===== src/hdl/pdm_cfg.svh =====
// Purpose: offsets, field positions, reset values of the dma perf block
// Assumes: byte addresses on a 12-bit apb address
// Notes:   definitions only
`ifndef PDM_CFG_SVH
`define PDM_CFG_SVH

// ********************
// register offsets
// ********************
`define PDM_OFF_PSEL_BASE  12'h000
`define PDM_OFF_PERF_CTRL  12'h800
`define PDM_OFF_CH0_WR_LAT 12'h818
`define PDM_OFF_CH1_WR_DAT 12'h828
`define PDM_OFF_CH1_WR_STL 12'h82c
`define PDM_OFF_CH1_WR_LAT 12'h830
`define PDM_OFF_REV_INFO   12'h834

// ********************
// fields and sizes
// ********************
`define PDM_CH0_CLR_BIT    0
`define PDM_CH1_CLR_BIT    1
`define PDM_NUM_CH         8
`define PDM_RX_IDS         12
`define PDM_PID_LAST       5'h17
`define PDM_VARIANT_LSB    16
`define PDM_LAT_SAT        16'hffff
`define PDM_RST_WORD       32'h00000000

`endif


===== src/hdl/pdm_pkg.sv =====
// Purpose: types shared by the dma perf and id-map block
// Assumes: pdm_cfg.svh holds the numbers
// Notes:   state of each module is one packed struct
package pdm_pkg;

	typedef logic [31:0] pdm_word_t;
	typedef logic [15:0] pdm_lat_t;
	typedef logic [4:0]  pdm_pid_t;

	// identifier order: receive block then transmit block
	typedef enum logic [4:0] {
		pid_adc_rx = 5'h00, pid_sync_rx = 5'h01, pid_uart0_rx = 5'h02,
		pid_uart1_rx = 5'h03, pid_uart2_rx = 5'h04, pid_uart3_rx = 5'h05,
		pid_twm_a_rx = 5'h06, pid_twm_b_rx = 5'h07, pid_tws_a_rx = 5'h08,
		pid_tws_b_rx = 5'h09, pid_spi_a_rx = 5'h0a, pid_spi_b_rx = 5'h0b,
		pid_sync_tx = 5'h0c, pid_uart0_tx = 5'h0d, pid_uart1_tx = 5'h0e,
		pid_uart2_tx = 5'h0f, pid_uart3_tx = 5'h10, pid_twm_a_tx = 5'h11,
		pid_twm_b_tx = 5'h12, pid_tws_a_tx = 5'h13, pid_tws_b_tx = 5'h14,
		pid_spi_a_tx = 5'h15, pid_spi_b_tx = 5'h16, pid_audio_tx = 5'h17
	} pdm_pid_name_t;

	typedef struct packed {
		pdm_lat_t cur;
		pdm_lat_t max;
	} pdm_lat_st_t;

	typedef struct packed {
		logic req;
		logic is_tx;
	} pdm_route_st_t;

	typedef struct packed {
		pdm_pid_t [7:0] psel;
		pdm_word_t      dat1;
		pdm_word_t      stl1;
		pdm_word_t      prdata;
		logic           pready;
		logic           pslverr;
		logic           seen;
	} pdm_top_st_t;

	function automatic pdm_word_t pdm_cnt_next(pdm_word_t v, logic ev, logic clr);
		pdm_word_t b;
		b = clr ? 32'h00000000 : v;
		return b + {31'h00000000, ev};
	endfunction : pdm_cnt_next

	function automatic pdm_lat_t pdm_sat_inc(pdm_lat_t v);
		return (v == 16'hffff) ? v : v + 16'h0001;
	endfunction : pdm_sat_inc

endpackage : pdm_pkg


===== src/hdl/pdm_top.sv =====
// Purpose: dma channel perf counters, revision word and identifier map
// Assumes: apb slave, zero wait state, activity strobes on pclk
// Notes:   pclk is the dma bus clock; all counting happens on it
`include "pdm_cfg.svh"

module pdm_top #(
	parameter logic [11:0] REV_VERSION = 12'h0a5, // arbitrary value
	parameter logic [3:0]  REV_VARIANT = 4'h3     // arbitrary value
) (
	// clock and reset
	input  wire logic             pclk,
	input  wire logic             presetn,
	// apb slave
	input  wire logic             psel,
	input  wire logic             penable,
	input  wire logic             pwrite,
	input  wire logic [11:0]      paddr,
	input  wire pdm_pkg::pdm_word_t pwdata,
	output pdm_pkg::pdm_word_t    prdata,
	output logic                  pready,
	output logic                  pslverr,
	// channel activity
	input  wire logic             ch0_wr_init,
	input  wire logic             ch1_wr_init,
	input  wire logic             ch1_wr_data,
	input  wire logic             ch1_wr_stall,
	// peripheral handshakes
	input  wire logic [11:0]      periph_rx_req,
	input  wire logic [11:0]      periph_tx_req,
	// channel handshake view
	output logic [7:0]            chan_req,
	output logic [7:0]            chan_is_tx
);
	import pdm_pkg::*;

	// ********************
	// state
	// ********************
	pdm_top_st_t s_r;
	pdm_top_st_t s_nxt;

	pdm_lat_t max0;
	pdm_lat_t max1;

	logic setup;
	logic wr_take;
	logic clr0;
	logic clr1;

	// ********************
	// decode helpers
	// ********************
	function automatic logic is_psel_addr(logic [11:0] a);
		return a[11:5] == 7'(`PDM_OFF_PSEL_BASE >> 5);
	endfunction : is_psel_addr

	function automatic pdm_pid_t reset_psel(int n);
		return 5'(n);
	endfunction : reset_psel

	// unmapped or misaligned addresses flag pslverr and read zero
	function automatic logic addr_known(logic [11:0] a);
		logic k;
		k = 1'b0;
		if (a[1:0] == 2'h0) begin
			// only the select block is decoded as a range
			unique case (a)
				`PDM_OFF_PERF_CTRL,
				`PDM_OFF_CH0_WR_LAT,
				`PDM_OFF_CH1_WR_DAT,
				`PDM_OFF_CH1_WR_STL,
				`PDM_OFF_CH1_WR_LAT,
				`PDM_OFF_REV_INFO: begin
					k = 1'b1;
				end
				default: begin
					k = is_psel_addr(a);
				end
			endcase
		end
		return k;
	endfunction : addr_known

	// ********************
	// apb access
	// ********************
	assign setup   = psel && !penable;
	assign wr_take = psel && penable && s_r.pready && pwrite && !s_r.pslverr;

	// clear pulses: write one, reads of this word give zero
	// bit 1 also restarts the channel-1 data and stall counts
	assign clr0 = wr_take && paddr == `PDM_OFF_PERF_CTRL
		&& pwdata[`PDM_CH0_CLR_BIT];
	assign clr1 = wr_take && paddr == `PDM_OFF_PERF_CTRL
		&& pwdata[`PDM_CH1_CLR_BIT];

	always_comb begin
		s_nxt = s_r;
		s_nxt.seen = 1'b1;

		// answer staged in setup so the access phase is zero wait
		s_nxt.pready  = setup;
		s_nxt.pslverr = setup && !addr_known(paddr);

		if (setup) begin
			s_nxt.prdata = `PDM_RST_WORD;
			if (!pwrite) begin
				unique case (paddr)
					`PDM_OFF_CH1_WR_DAT: begin
						s_nxt.prdata = s_r.dat1;
					end
					`PDM_OFF_CH1_WR_STL: begin
						s_nxt.prdata = s_r.stl1;
					end
					`PDM_OFF_CH1_WR_LAT: begin
						s_nxt.prdata = {16'h0000, max1};
					end
					`PDM_OFF_CH0_WR_LAT: begin
						s_nxt.prdata = {16'h0000, max0};
					end
					`PDM_OFF_REV_INFO: begin
						// variant is reported only, never decoded
						s_nxt.prdata = {12'h000, REV_VARIANT, 4'h0, REV_VERSION};
					end
					default: begin
						if (is_psel_addr(paddr) && paddr[1:0] == 2'h0) begin
							s_nxt.prdata = {27'h0000000, s_r.psel[paddr[4:2]]};
						end
					end
				endcase
			end
		end

		// values above the last identifier are kept but route nothing
		if (wr_take && is_psel_addr(paddr)) begin
			s_nxt.psel[paddr[4:2]] = pwdata[4:0];
		end

		// set wins over clear: an event in the clear cycle counts
		s_nxt.dat1 = pdm_cnt_next(s_r.dat1, ch1_wr_data, clr1);
		s_nxt.stl1 = pdm_cnt_next(s_r.stl1, ch1_wr_stall, clr1);
	end

	always_ff @(posedge pclk or negedge presetn) begin
		if (!presetn) begin
			s_r         <= '0;
			s_r.psel[0] <= 5'h00;
			s_r.psel[1] <= 5'h01;
			s_r.psel[2] <= 5'h02;
			s_r.psel[3] <= 5'h03;
			s_r.psel[4] <= 5'h04;
			s_r.psel[5] <= 5'h05;
			s_r.psel[6] <= 5'h06;
			s_r.psel[7] <= 5'h07;
		end else begin
			s_r <= s_nxt;
		end
	end

	assign prdata  = s_r.prdata;
	assign pready  = s_r.pready;
	assign pslverr = s_r.pslverr;

	// ********************
	// latency trackers
	// ********************
	// both trackers are identical; only the busy input and the clear pulse differ
	pdm_lat_track u_lat0 (
		.pclk    (pclk),
		.presetn (presetn),
		.busy    (ch0_wr_init),
		.clr     (clr0),
		.max_lat (max0)
	);

	pdm_lat_track u_lat1 (
		.pclk    (pclk),
		.presetn (presetn),
		.busy    (ch1_wr_init),
		.clr     (clr1),
		.max_lat (max1)
	);

	// ********************
	// channel routing
	// ********************
	for (genvar g = 0; g < `PDM_NUM_CH; g++) begin : g_ch
		pdm_pid_route u_route (
			.pclk    (pclk),
			.presetn (presetn),
			.pid     (s_r.psel[g]),
			.rx_req  (periph_rx_req),
			.tx_req  (periph_tx_req),
			.req     (chan_req[g]),
			.is_tx   (chan_is_tx[g])
		);
	end
endmodule : pdm_top


===== src/hdl/pdm_lat_track.sv =====
// Purpose: saturating max initiation latency tracker for one channel
// Assumes: busy is high for every cycle of one transfer initiation
// Notes:   only clr or reset empties the maximum
`include "pdm_cfg.svh"
module pdm_lat_track (
	// clock and reset
	input  wire logic          pclk,
	input  wire logic          presetn,
	// activity
	input  wire logic          busy,
	input  wire logic          clr,
	// result
	output pdm_pkg::pdm_lat_t  max_lat
);
	import pdm_pkg::*;

	pdm_lat_st_t s_r;
	pdm_lat_st_t s_nxt;

	always_comb begin
		s_nxt = s_r;
		s_nxt.cur = busy ? pdm_sat_inc(s_r.cur) : 16'h0000;
		s_nxt.max = clr ? 16'h0000 : s_r.max;
		// a run in progress survives the clear: set wins
		if (busy && s_nxt.cur > s_nxt.max) begin
			s_nxt.max = s_nxt.cur;
		end
	end

	// counted on the dma bus clock
	always_ff @(posedge pclk or negedge presetn) begin
		if (!presetn) begin
			s_r <= '0;
		end else begin
			s_r <= s_nxt;
		end
	end

	assign max_lat = s_r.max;
endmodule : pdm_lat_track


===== src/hdl/pdm_pid_route.sv =====
// Purpose: handshake source select for one channel
// Assumes: request vectors indexed by identifier order
// Notes:   identifiers above the last select nothing
`include "pdm_cfg.svh"
module pdm_pid_route (
	// clock and reset
	input  wire logic             pclk,
	input  wire logic             presetn,
	// selection
	input  wire pdm_pkg::pdm_pid_t pid,
	input  wire logic [11:0]      rx_req,
	input  wire logic [11:0]      tx_req,
	// result
	output logic                  req,
	output logic                  is_tx
);
	import pdm_pkg::*;

	pdm_route_st_t s_r;
	pdm_route_st_t s_nxt;

	always_comb begin
		s_nxt = '0;
		if (pid < 5'(`PDM_RX_IDS)) begin
			s_nxt.req = rx_req[pid[3:0]];
		end else if (pid <= `PDM_PID_LAST) begin
			s_nxt.req   = tx_req[4'(pid - 5'(`PDM_RX_IDS))];
			s_nxt.is_tx = 1'b1;
		end
	end

	always_ff @(posedge pclk or negedge presetn) begin
		if (!presetn) begin
			s_r <= '0;
		end else begin
			s_r <= s_nxt;
		end
	end

	assign req   = s_r.req;
	assign is_tx = s_r.is_tx;
endmodule : pdm_pid_route


===== config.mk =====
export PLATFORM = sky130hd
export DESIGN_NAME = pdm_top
export DESIGN_NICKNAME = d
export VERILOG_FILES = /design/src/hdl/pdm_pkg.sv /design/src/hdl/pdm_top.sv /design/src/hdl/pdm_lat_track.sv /design/src/hdl/pdm_pid_route.sv
export VERILOG_INCLUDE_DIRS = /design/src /design/src/hdl
export SDC_FILE = /design/constraint.sdc
export NUM_CORES = 1
export LEC_CHECK = 0
export BUFFER_PORTS_ARGS = -buffer_cell sky130_fd_sc_hd__buf_2
export CAP_MARGIN = 10
export CORE_MARGIN = 5
export CORE_UTILIZATION = 45
export CTS_BUF_LIST = sky130_fd_sc_hd__clkbuf_4 sky130_fd_sc_hd__clkbuf_8
export DETAILED_ROUTE_END_ITERATION = 16
export PLACE_DENSITY = 0.61
export SYNTH_ARGS = -nofsm -noshare
export SYNTH_HDL_FRONTEND = slang
export SYNTH_SLANG_ARGS = --single-unit

===== constraint.sdc =====
create_clock -name pclk -period 6.1 [get_ports pclk]
set_input_delay 0.915 -clock pclk [delete_from_list [all_inputs] [get_ports pclk]]
set_output_delay 0.915 -clock pclk [all_outputs]
set_load 0.01 [all_outputs]

## Yosys cells after proc, flatten, opt, wreduce, memory -nomap -nowiden

Cells that the tools add are included.
Widths: inputs -> output; s select.

| cells by class | value |
|---|---|
| mux-type cells | 76 |
| reduce and logical (&&, ||, !) cells | 20 |
| order comparisons | 36 |
| add/subtract/negate cells | 12 |
| multiply operators | 0 |
| equal/unequal tests | 8 |
| shifts and indexed selects | 0 |
| bitwise gates (word level) | 0 |
| divide/modulo/power cells | 0 |

Operators by type and width:

| operator | number |
|---|---|
| $pmux 32 s5 | 1 |
| $mux 16 | 8 |
| $mux 32 | 3 |
| $lt 4x5->1 const B | 16 |
| $eq 12x12->1 const B | 6 |
| $add 32x1->32 | 2 |
| $bmux 1 s4 | 16 |
| $bwmux 40 | 1 |
| $le 5x5->1 const B | 8 |
| $lt 5x4->1 const B | 8 |
| $mux 1 | 34 |
| $add 16x1->16 const B | 2 |
| $eq 16x16->1 const B | 2 |
| $gt 16x16->1 | 2 |
| $sub 4x4->4 const B | 8 |
| $mux 2 | 8 |
| $bmux 5 s3 | 1 |
| $demux 5 s3 | 1 |
| $mux 5 | 3 |
| $logic_and 1x1->1 | 14 |
| $logic_not 7->1 | 1 |
| $reduce_or 6->1 | 1 |
| $lt 3x4->1 const B | 1 |
| $ge 3x1->1 const B | 1 |
| 2 further kinds | 4 |

| word-level totals | value |
|---|---|
| latch bits | 0 |
| logic and storage cells | 185 |
| bits in registers | 218 |
| RAM bits | 0 |
| memories | 0 |
| ROM bits | 0 |

## Depth between registers and ports, before layout

Gate-level depths: netlist of run 1.

| depth | value |
|---|---|
| word-level depth | 10 |
| gate-level depth with buffers | 14 |
| gate-level depth less buffers | 12 |

## Hierarchy

A second synthesis of run 1 with hierarchy kept.

| second synthesis, totals | value |
|---|---|
| cell total of the unflattened synthesis | 1404 |
| area, all modules | 14187.4 µm² |

By module, submodules not included:

| module | instances | area each (µm²) | cells each |
|---|---|---|---|
| pdm_top | 1 | 7300.8 | 706 |
| pdm_lat_track | 2 | 2107.0 | 213 |
| pdm_pid_route | 8 | 334.1 | 34 |

## Least setup slack after synthesis of run 1

Ideal clock, no wire load.

| timing path | value |
|---|---|
| kind | input to register |
| start point | in paddr[2] |
| end point | reg u_lat1.s_r, in the netlist u_lat1.max_lat[10] |
| buffers on the path | 4 |
| setup time | 79 ps |
| path slack | 1512 ps |
| cell stages on the path | 14 |
| data arrival time | 4508 ps |
| required time | 6021 ps |
| path through | clkbuf_1 -> or2_2 -> nor4_1 -> nand4_1 -> clkbuf_1 -> clkbuf_1 -> nand2_1 -> ha_1 -> nand3_1 -> or4_1 -> a21o_1 -> a31oi_1 -> buf_2 -> mux2i_1 |

RTL lines:

| what | line | source |
|---|---|---|
| start, declared | pdm_top.sv:17 | `input wire logic [11:0] paddr,` |
| end signal, assigned | pdm_lat_track.sv:35 | `s_r <= s_nxt;` |
| end, declared | pdm_lat_track.sv:17 | `pdm_lat_st_t s_r;` |

==> impl_metrics.sql, run 1 <==
INSERT INTO impl_metrics (metric_group, metric, value, unit) VALUES
('critical_path', 'reg2reg_slack', '1550', 'ps'),
('global_routing', 'first_global_vias', '10250', ''),
('worst_hold_path', 'worst_hold_path.endpoint', 'prdata[22]', ''),
('clock_network', 'cts.clk_slew.worst_paths', '60', 'ps'),
('critical_path', 'critical_path.top_delay_family', 'compound AO/OA/AOI/OAI gates', ''),
('floorplanning', 'top_level_ports', '127', ''),
('logic_synthesis', 'synth-seq-area-share', '41.05', '%'),
('logic_synthesis', 'synth.lib_cells_used.distinct', '60', ''),
('detailed_routing', 'vias', '10290', ''),
('timing', 'timing.clock.skew', '47.02', 'ps'),
('timing', 'final.setup.tns', '0', 'ps'),
('power', 'cell_leakage_power', '6.454', 'nW'),
('floorplanning', 'placementRows', '63', ''),
('critical_path', 'cp_cell_sequence', 'ha_1 -> nand2_1 -> nor4_1 -> buf_4 -> a211o_1 -> mux2i_1 -> ha_1 -> nand4_1 -> nor4_1 -> a21boi_0 -> o31ai_2 -> buf_4 -> mux2_2', ''),
('final_layout', 'post_route_cells_drive_above_1_share', '25.48', '%'),
('run_status', 'status', 'complete, no violations', ''),
('detailed_routing', 'wire_per_inst', '20.29', 'um'),
('timing', 'period_share', '74.56', '%'),
('power', 'power-per-cell-area', '248.7', 'nW/um2'),
('timing', 'final-max-slew-violation-count', '0', ''),
('detailed_routing', 'routed_via_density', '5.925', ''),
('timing', 'timing.slew.headroom', '29.64', '%'),
('final_layout', 'area.growth.synth_to_final', '10.73', '%'),
('detailed_routing', 'routedLengthMet1', '15.39', 'mm'),
('clock_network', 'cts.htree.levels', '2', ''),
('worst_hold_path', 'min_from', 'prdata[22]', ''),
('logic_synthesis', 'netlist.area_leader.share', '38.69', '%'),
('final_layout', 'num-nets-final', '1433', ''),
('worst_hold_path', 'timing.hold.worst_path_depth', '2', ''),
('logic_synthesis', 'synth-warning-count', '0', ''),
('clock_network', 'holdBufCountCts', '0', ''),
('timing', 'number_of_setup_violations_in_the_final_report', '0', ''),
('detailed_routing', 'number_of_detailed_routing_iterations_run_before_antenna_repair', '5', ''),
('logic_synthesis', 'synth-main-ff-cell', 'sky130_fd_sc_hd__dfrtp_1', ''),
('detailed_routing', 'drt_first_iter_violations', '872', ''),
('detailed_routing', 'top_layer', 'met4', ''),
('critical_path', 'arrival', '4950', 'ps'),
('global_routing', 'grt_max_degree', '127', ''),
('detailed_routing', 'wl_met3', '2.356', 'mm'),
('timing', 'period_needed', '4548', 'ps'),
('logic_synthesis', 'syn-mean-instance-area', '10.45', 'um2'),
('logic_synthesis', 'netlist_top_cells_area', 'sky130_fd_sc_hd__dfrtp_1, sky130_fd_sc_hd__mux4_2, sky130_fd_sc_hd__mux2_2', ''),
('clock_network', 'clkLatencyLatePin', '560', 'ps'),
('timing', 'hold_viol_final', '0', ''),
('timing', 'max_clock_freq', '0.2199', 'GHz'),
('critical_path', 'crit_fanout', '10', ''),
('timing', 'fin_hold_ws', '471.3', 'ps'),
('critical_path', 'reg2reg_from', 'u_lat0.s_r[16]', ''),
('timing', 'grt_setup_unrepaired', 'false', ''),
('clock_network', 'post_cts_buffers', '0', ''),
('logic_synthesis', 'ys_async_sr_fraction', '100.0', '%'),
('critical_path', 'worst_setup_path_start_kind', 'register', ''),
('critical_path', 'critical_path_required', '6500', 'ps'),
('placement', 'dp_hpwl', '24.60', 'mm'),
('floorplanning', 'overall_die_area', '33150', 'um2'),
('logic_synthesis', 'mappedNetlistNets', '1393', ''),
('critical_path', 'endpoint_kind', 'register', ''),
('detailed_routing', 'dr_wl_met2', '16.38', 'mm'),
('global_routing', 'global_route_wire_length_before_repair', '56.40', 'mm'),
('clock_network', 'numCtsBuffers', '41', ''),
('detailed_routing', 'ant_nets', '0', ''),
('final_layout', 'antenna_cells', '0', ''),
('worst_hold_path', 'hold_path_class', 'register to register', ''),
('logic_synthesis', 'yosys.area.top_type', 'sky130_fd_sc_hd__dfrtp_1', ''),
('timing', 'slew_worst_pin', '1055', 'ps'),
('clock_network', 'max-clock-path-buffers', '3', ''),
('critical_path', 'crit_buf_inv', '2', ''),
('critical_path', 'timing.critical_path.slowest_stage_cell', 'sky130_fd_sc_hd__o31ai_2', ''),
('logic_synthesis', 'syn_area', '13330', 'um2'),
('run', 'cap_viol_max_count', '0', ''),
('placement', 'routabilityCongestion', '0.8787', '');
==> layout make-up <==
cell class,count,area [um2]
sequential,218,5470
tap,390,488.0
multi-input combinational,898,7086
clock inverter,9,111.4
fill,2700,14650
inverter,44,165.2
timing repair buffer,112,615.6
clock buffer,65,819.5
==> metrics by stage <==
stage                     cells  cell area, um2  worst slack [ps]  util, %
final                      1736           14760              1552    50.19
after global routing       1736           14760              1237    50.19
after CTS                  1736           14760              1552    50.19
after detailed placement   1662           13820              1021    47.02
after global placement     1662           13820              1091    47.02
after floorplan            1275           13330              1512        -
==> cells in the final DEF, fill, tap and decap left out, drive strengths merged, types with 9 or more instances in the layout <==
master,n
a21oi,35
a221oi,19
a22oi,31
and2,21
and3,22
and4,11
buf,112
clkbuf,65
dfrtp,206
dfstp,12
ha,41
inv,43
mux2,57
mux2i,46
mux4,63
nand2,119
nand2b,15
nand3,51
nand4,34
nor2,88
nor2b,9
nor3,19
nor4,15
o211ai,11
o21ai,53
o31ai,10
xnor2,22
xor2,37
==> worst max-delay path by stage <==
stage,cells after the start,to,from
final,13,u_lat0.max_lat[3],u_lat0.s_r[16]
after global routing,14,u_lat0.max_lat[3],u_lat0.s_r[16]
after CTS,14,u_lat0.max_lat[3],u_lat0.s_r[16]
after detailed placement,12,u_lat1.max_lat[0],paddr[2]
after global placement,12,u_lat1.max_lat[0],paddr[2]
after floorplan,14,u_lat1.max_lat[10],paddr[2]
==> logic make-up after synthesis <==
group	synth area share [%]
xor+xnor	3.878
mux	18.92
fa+ha+maj	3.850
simple gates	16.61
compound gates	9.803
buf+inv	5.887
flops	41.05
==> tightest hold or removal path: stages, from the launching register on <==
cell                      delay (ps)
sky130_fd_sc_hd__dfrtp_1         330
sky130_fd_sc_hd__nand2_1          50
sky130_fd_sc_hd__o21ai_0          60
==> cell usage after synthesis, types with 16 or more instances <==
| cell | count |
|---|---|
| sky130_fd_sc_hd__mux2i_1 | 46 |
| sky130_fd_sc_hd__dfrtp_1 | 206 |
| sky130_fd_sc_hd__and3_1 | 22 |
| sky130_fd_sc_hd__nor2_1 | 86 |
| sky130_fd_sc_hd__mux2_2 | 57 |
| sky130_fd_sc_hd__mux4_2 | 63 |
| sky130_fd_sc_hd__inv_1 | 43 |
| sky130_fd_sc_hd__nand3_1 | 51 |
| sky130_fd_sc_hd__and2_1 | 21 |
| sky130_fd_sc_hd__ha_1 | 41 |
| sky130_fd_sc_hd__nor3_1 | 16 |
| sky130_fd_sc_hd__buf_4 | 48 |
| sky130_fd_sc_hd__xor2_1 | 37 |
| sky130_fd_sc_hd__nand2_1 | 119 |
| sky130_fd_sc_hd__o21ai_0 | 50 |
| sky130_fd_sc_hd__nand4_1 | 34 |
| sky130_fd_sc_hd__a22oi_1 | 31 |
| sky130_fd_sc_hd__clkbuf_1 | 54 |
| sky130_fd_sc_hd__xnor2_1 | 22 |
| sky130_fd_sc_hd__a21oi_1 | 35 |
| sky130_fd_sc_hd__a221oi_1 | 19 |
==> layer usage <==
layer  track usage [%]  vias up
met5                 0        -
met4             7.415        0
met3             3.807       76
met2             33.27      370
met1             29.47     5110
li1                  -     4730
==> state kept, by name, summed over array words and instances, names as in the netlist <==
name / count
u_lat1.s_r: 16
g_ch.u_route.is_tx: 8
s_r: 104
pready: 1
pslverr: 1
prdata: 32
u_lat0.s_r: 16
u_lat0.max_lat: 16
u_lat1.max_lat: 16
g_ch.u_route.req: 8
==> where the power goes <==
group	switching, mW	internal [mW]	total [mW]
registers	0.0798	1.52	1.60
logic	0.269	0.221	0.490
clock network	0.638	0.941	1.58
total	0.987	2.68	3.67
Note: power is estimated with default switching activity, not from simulation.
==> run 2, diff against run 1 <==
Settings changed: PLACE_DENSITY 0.61 to 0.64.
Clock period 6.1 ns to 4.01 ns, I/O delays scaled along.
==> impl_metrics.sql, run 2 (synthesis results as in run 1) <==
INSERT INTO impl_metrics (metric_group, metric, value, unit) VALUES
('run_status', 'status', 'complete, no violations', ''),
('final_layout', 'antenna_cells', '0', ''),
('clock_network', 'holdBufCountCts', '0', ''),
('floorplanning', 'die_w', '182.1', 'um'),
('critical_path', 'setup.worst_path.start', 'u_lat1.s_r[16]', ''),
('timing', 'max_clock_freq', '0.2683', 'GHz'),
('detailed_routing', 'ant_nets', '0', ''),
('timing', 'hold_viol_final', '0', ''),
('global_routing', 'tot_gr_track_use', '20.97', '%'),
('placement', 'dp_hpwl', '24.93', 'mm'),
('clock_network', 'postCtsResizedCells', '0', ''),
('placement', 'routabilityCongestion', '0.8812', ''),
('clock_network', 'cts.clk_slew.worst_paths', '60', 'ps'),
('timing', 'number_of_setup_violations_in_the_final_report', '0', ''),
('power', 'power-per-cell-area', '367.8', 'nW/um2'),
('timing', 'slew_worst_pin', '932.8', 'ps'),
('final_layout', 'area.growth.synth_to_final', '11.26', '%'),
('final_layout', 'multi_input_area', '7086', 'um2'),
('final_layout', 'num-fill-cells', '2684', ''),
('final_layout', 'layout_commonest_cell', 'sky130_fd_sc_hd__dfrtp_1', ''),
('critical_path', 'timing.critical_path.slowest_stage_cell', 'sky130_fd_sc_hd__or4_1', ''),
('critical_path', 'crit_buf_inv', '1', ''),
('global_routing', 'grt_max_degree', '95', ''),
('placement', 'placedCellCount', '1680', ''),
('critical_path', 'critPathMaxStageDelay', '600', 'ps'),
('final_layout', 'utilization', '50.42', '%'),
('critical_path', 'critical_path_required', '4450', 'ps'),
('critical_path', 'endpoint_kind', 'register', ''),
('timing', 'timing.slew.headroom', '37.24', '%'),
('final_layout', 'num-nets-final', '1450', ''),
('clock_network', 'tritoncts', 'yes', ''),
('run', 'cap_viol_max_count', '0', ''),
('floorplanning', 'floorplan.initialDensity', '45.32', '%'),
('critical_path', 'worst_setup_path_start_kind', 'register', ''),
('timing', 'period_needed', '3728', 'ps'),
('detailed_routing', 'wire_per_inst', '20.01', 'um'),
('final_layout', 'largest_register', 's_r', ''),
('floorplanning', 'top_level_ports', '127', ''),
('detailed_routing', 'routed_via_density', '5.949', ''),
('timing', 'final.setup.tns', '0', 'ps'),
('detailed_routing', 'drt_first_iter_violations', '879', ''),
('critical_path', 'critical_path.top_delay_family', 'simple AND/OR/NAND/NOR gates', ''),
('clock_network', 'cts.htree.levels', '2', ''),
('placement', 'numPortBuffers', '99', ''),
('critical_path', 'cp_cell_sequence', 'ha_1 -> nand2_1 -> nor3_1 -> and3_1 -> mux2i_1 -> nor2_1 -> ha_1 -> nand3_1 -> or4_1 -> a21o_1 -> a31oi_2 -> buf_4 -> mux2i_1', ''),
('detailed_routing', 'drc', '0', ''),
('detailed_routing', 'vias', '10400', ''),
('global_routing', 'global_route.overflow_total', '0', ''),
('clock_network', 'numCtsBuffers', '40', ''),
('floorplanning', 'die_h', '182.1', 'um'),
('timing', 'period_share', '92.96', '%'),
('clock_network', 'clk_root_buffer_cell', 'sky130_fd_sc_hd__clkbuf_8', ''),
('critical_path', 'arrival', '4170', 'ps'),
('floorplanning', 'overall_die_area', '33150', 'um2'),
('detailed_routing', 'number_of_detailed_routing_iterations_run_before_antenna_repair', '5', ''),
('placement', 'detailed_place.area', '13970', 'um2'),
('final_layout', 'fin_cells', '1749', ''),
('floorplanning', 'placementRows', '63', ''),
('detailed_routing', 'totalWireLength', '35.00', 'mm'),
('final_layout', 'design_area', '14830', 'um2'),
('floorplanning', 'fp.coreArea', '29400', 'um2'),
('final_layout', 'post_route_cells_drive_above_1_share', '26.20', '%'),
('clock_network', 'cts.sinks', '218', ''),
('timing', 'grt_setup_unrepaired', 'false', ''),
('clock_network', 'clkLatencyLatePin', '550', 'ps'),
('timing', 'final-max-slew-violation-count', '0', ''),
('final_layout', 'largest_register_ffs', '104', ''),
('critical_path', 'timing_worst_setup_path_type', 'register to register', ''),
('timing', 'timing.clock.skew', '32.09', 'ps'),
('critical_path', 'reg2reg_from', 'u_lat1.s_r[16]', ''),
('power', 'cell_leakage_power', '6.500', 'nW'),
('critical_path', 'crit_fanout', '11', ''),
('global_routing', 'number_of_antenna_violations_at_the_first_check_in_global_routing', '1', ''),
('final_layout', 'sequential_cell_area', '5470', 'um2'),
('power', 'vdd_ir_drop_max', '0.0001940', 'V'),
('final_layout', 'layout_common_cells', 'sky130_fd_sc_hd__dfrtp_1, sky130_fd_sc_hd__nand2_1, sky130_fd_sc_hd__buf_2, sky130_fd_sc_hd__nor2_1, sky130_fd_sc_hd__mux4_2', ''),
('worst_hold_path', 'hold_path_class', 'input pin to asynchronous set/reset pin', ''),
('global_routing', 'global_route_wire_length_before_repair', '56.56', 'mm'),
('global_routing', 'first_global_vias', '10330', ''),
('power', 'final_total_pwr', '5.453', 'mW'),
('clock_network', 'post_cts_buffers', '0', ''),
('clock_network', 'max-clock-path-buffers', '3', '');
run 2: power by group:
group	leakage, nW	internal (mW)	switching [mW]
Sequential	2.95	2.31	0.123
Clock	0.442	1.28	0.970
Combinational	3.11	0.361	0.409
Total	6.50	3.95	1.50
run 2: layout make-up:
cell class | count | area share, %
Clock inverter | 6 | 0.3291
Inverter | 44 | 1.114
Tap cell | 390 | 3.291
Timing Repair Buffer | 130 | 5.148
Clock buffer | 63 | 5.427
Multi-Input combinational cell | 898 | 47.79
Sequential cell | 218 | 36.90
run 2: stage by stage:
stage | worst slack (ps) | hold slack (ps)
after detailed placement | 14.45 | 468.8
after floorplan | 6.056 | 305.9
final | 282.5 | 112.2
after CTS | 290.6 | 102.9
after global routing | 18.95 | 145.5
after global placement | 43.23 | 461.9
run 2: final timing paths:
path	cells after the start	end	slack, ps
max in group asynchronous	2	s_r[110]	3030
worst min register to register	2	prdata[27]	480
worst min-delay path	1	u_lat1.max_lat[2]	110
min in group pclk	2	s_r[35]	350
worst max register to register	13	u_lat1.max_lat[10]	280
worst max-delay path	13	u_lat1.max_lat[10]	280
run 2: routing by layer:
layer  global-route usage, %  wire length [um]
met1                   29.26             15070
met2                   32.12             15920
met3                   5.182              2868
met5                       0                 0
met4                   7.295              1142
==> run 3, diff against run 2 <==
Settings changed: CORE_MARGIN 5 to not set, PLACE_DENSITY 0.64 to 0.61.
Clock period 4.01 ns to 4.37 ns, I/O delays scaled along.
==> impl_metrics.sql, run 3 (synthesis results as in run 1) <==
INSERT INTO impl_metrics (metric_group, metric, value, unit) VALUES
('run_status', 'status', 'complete, no violations', ''),
('timing', 'final.setup.tns', '0', 'ps'),
('final_layout', 'antenna_cells', '0', ''),
('worst_hold_path', 'hold_path_class', 'input pin to asynchronous set/reset pin', ''),
('clock_network', 'cts.clk_slew.worst_paths', '60', 'ps'),
('detailed_routing', 'totalWireLength', '34.72', 'mm'),
('detailed_routing', 'ant_nets', '0', ''),
('global_routing', 'grt_max_degree', '97', ''),
('timing', 'final-max-slew-violation-count', '0', ''),
('clock_network', 'postCtsResizedCells', '0', ''),
('final_layout', 'largest_register_ffs', '104', ''),
('final_layout', 'utilization', '50.84', '%'),
('timing', 'timing.slew.headroom', '35.10', '%'),
('critical_path', 'arrival', '4120', 'ps'),
('floorplanning', 'fp.coreArea', '28940', 'um2'),
('critical_path', 'crit_fanout', '15', ''),
('timing', 'period_share', '84.23', '%'),
('detailed_routing', 'routed_via_density', '5.937', ''),
('critical_path', 'critical_path_required', '4810', 'ps'),
('global_routing', 'global_route_wire_length_before_repair', '56.20', 'mm'),
('detailed_routing', 'drt_first_iter_violations', '931', ''),
('critical_path', 'critical_path.top_delay_family', 'simple AND/OR/NAND/NOR gates', ''),
('timing', 'number_of_setup_violations_in_the_final_report', '0', ''),
('final_layout', 'num-nets-final', '1439', ''),
('timing', 'timing.clock.skew', '35.04', 'ps'),
('placement', 'numPortBuffers', '99', ''),
('floorplanning', 'die_w', '174.1', 'um'),
('timing', 'fin_hold_ws', '126.2', 'ps'),
('placement', 'routabilityCongestion', '0.8837', ''),
('clock_network', 'numCtsBuffers', '40', ''),
('detailed_routing', 'number_of_detailed_routing_iterations_run_before_antenna_repair', '5', ''),
('detailed_routing', 'wire_per_inst', '20.02', 'um'),
('global_routing', 'global_route.overflow_total', '0', ''),
('placement', 'dp_hpwl', '24.34', 'mm'),
('detailed_routing', 'drc', '0', ''),
('critical_path', 'crit_buf_inv', '2', ''),
('detailed_routing', 'vias', '10300', ''),
('run', 'cap_viol_max_count', '0', ''),
('floorplanning', 'placementRows', '62', ''),
('final_layout', 'area.growth.synth_to_final', '10.39', '%'),
('placement', 'placedCellCount', '1663', ''),
('global_routing', 'tot_gr_track_use', '23.38', '%'),
('timing', 'period_needed', '3681', 'ps'),
('floorplanning', 'die_h', '174.1', 'um'),
('final_layout', 'fin_cells', '1734', ''),
('final_layout', 'layout_common_cells', 'sky130_fd_sc_hd__dfrtp_1, sky130_fd_sc_hd__nand2_1, sky130_fd_sc_hd__buf_2, sky130_fd_sc_hd__nor2_1, sky130_fd_sc_hd__mux4_2', ''),
('power', 'cell_leakage_power', '6.455', 'nW'),
('final_layout', 'layout_commonest_cell', 'sky130_fd_sc_hd__dfrtp_1', ''),
('critical_path', 'worst_setup_path_start_kind', 'register', ''),
('clock_network', 'clk_root_buffer_cell', 'sky130_fd_sc_hd__clkbuf_8', ''),
('timing', 'slew_worst_pin', '971.4', 'ps'),
('global_routing', 'number_of_antenna_violations_at_the_first_check_in_global_routing', '0', ''),
('critical_path', 'critPathMaxStageDelay', '590', 'ps'),
('floorplanning', 'overall_die_area', '30300', 'um2'),
('critical_path', 'cp_cell_sequence', 'ha_1 -> nand2_1 -> nor3_1 -> buf_4 -> and3_1 -> mux2i_1 -> nor2_1 -> ha_1 -> nand3_1 -> or4_1 -> a21o_1 -> a31oi_2 -> buf_4 -> mux2i_1', ''),
('clock_network', 'holdBufCountCts', '0', ''),
('clock_network', 'cts.htree.levels', '2', ''),
('critical_path', 'endpoint_kind', 'register', ''),
('critical_path', 'timing.critical_path.slowest_stage_cell', 'sky130_fd_sc_hd__or4_1', ''),
('floorplanning', 'floorplan.initialDensity', '46.05', '%'),
('clock_network', 'post_cts_buffers', '0', ''),
('critical_path', 'timing_worst_setup_path_type', 'register to register', ''),
('power', 'vdd_ir_drop_max', '0.0002775', 'V'),
('clock_network', 'max-clock-path-buffers', '3', ''),
('power', 'power-per-cell-area', '336.7', 'nW/um2'),
('clock_network', 'cts.sinks', '218', ''),
('timing', 'hold_viol_final', '0', ''),
('final_layout', 'post_route_cells_drive_above_1_share', '25.70', '%'),
('global_routing', 'first_global_vias', '10000', ''),
('clock_network', 'clkLatencyLatePin', '540', 'ps'),
('clock_network', 'tritoncts', 'yes', ''),
('timing', 'max_clock_freq', '0.2717', 'GHz'),
('power', 'final_total_pwr', '4.952', 'mW'),
('floorplanning', 'top_level_ports', '127', ''),
('final_layout', 'largest_register', 's_r', ''),
('timing', 'grt_setup_unrepaired', 'false', '');
## run 3: final timing paths
kind	cells past startpoint	start	slack (ps)	endpoint
max	14	u_lat1.s_r[16]	690	u_lat1.max_lat[5]
min	1	presetn	130	g_ch[2].u_route.is_tx
max reg2reg	14	u_lat1.s_r[16]	690	u_lat1.max_lat[5]
min reg2reg	2	prdata[5]	470	prdata[5]
max in group asynchronous	2	presetn	3300	s_r[121]
min in group pclk	2	ch1_wr_data	410	s_r[67]
## run 3: area by class of cell
class	count	area [um2]
clock buffer	69	824.5
clock inverter	2	16.27
fill	2631	14220
inverter	44	165.2
multi-input combinational	898	7086
sequential	218	5470
tap	384	480.5
timing repair buffer	119	668.1
## run 3: where the power goes
part / leakage (nW) / internal (mW) / switching [mW] / total, mW
combinational: 3.05 / 0.309 / 0.373 / 0.683
sequential: 2.95 / 2.12 / 0.111 / 2.23
clock: 0.454 / 1.18 / 0.855 / 2.04
## run 3: per-layer routing
layer  track usage (%)  wire length (um)  vias up
li1                  -                 -     4743
met4             7.639              1037        0
met2             37.50             16330      341
met3             3.215              1934       71
met5                 0                 0        -
met1             32.68             15410     5140
## run 3: metrics by stage
stage | area, um2 | setup WS, ps
finish | 14710 | 689.3
global route | 14710 | 387.6
CTS | 14710 | 662.7
detailed placement | 13870 | 178.1
global placement | 13870 | 260.3
floorplan | 13330 | 41.90
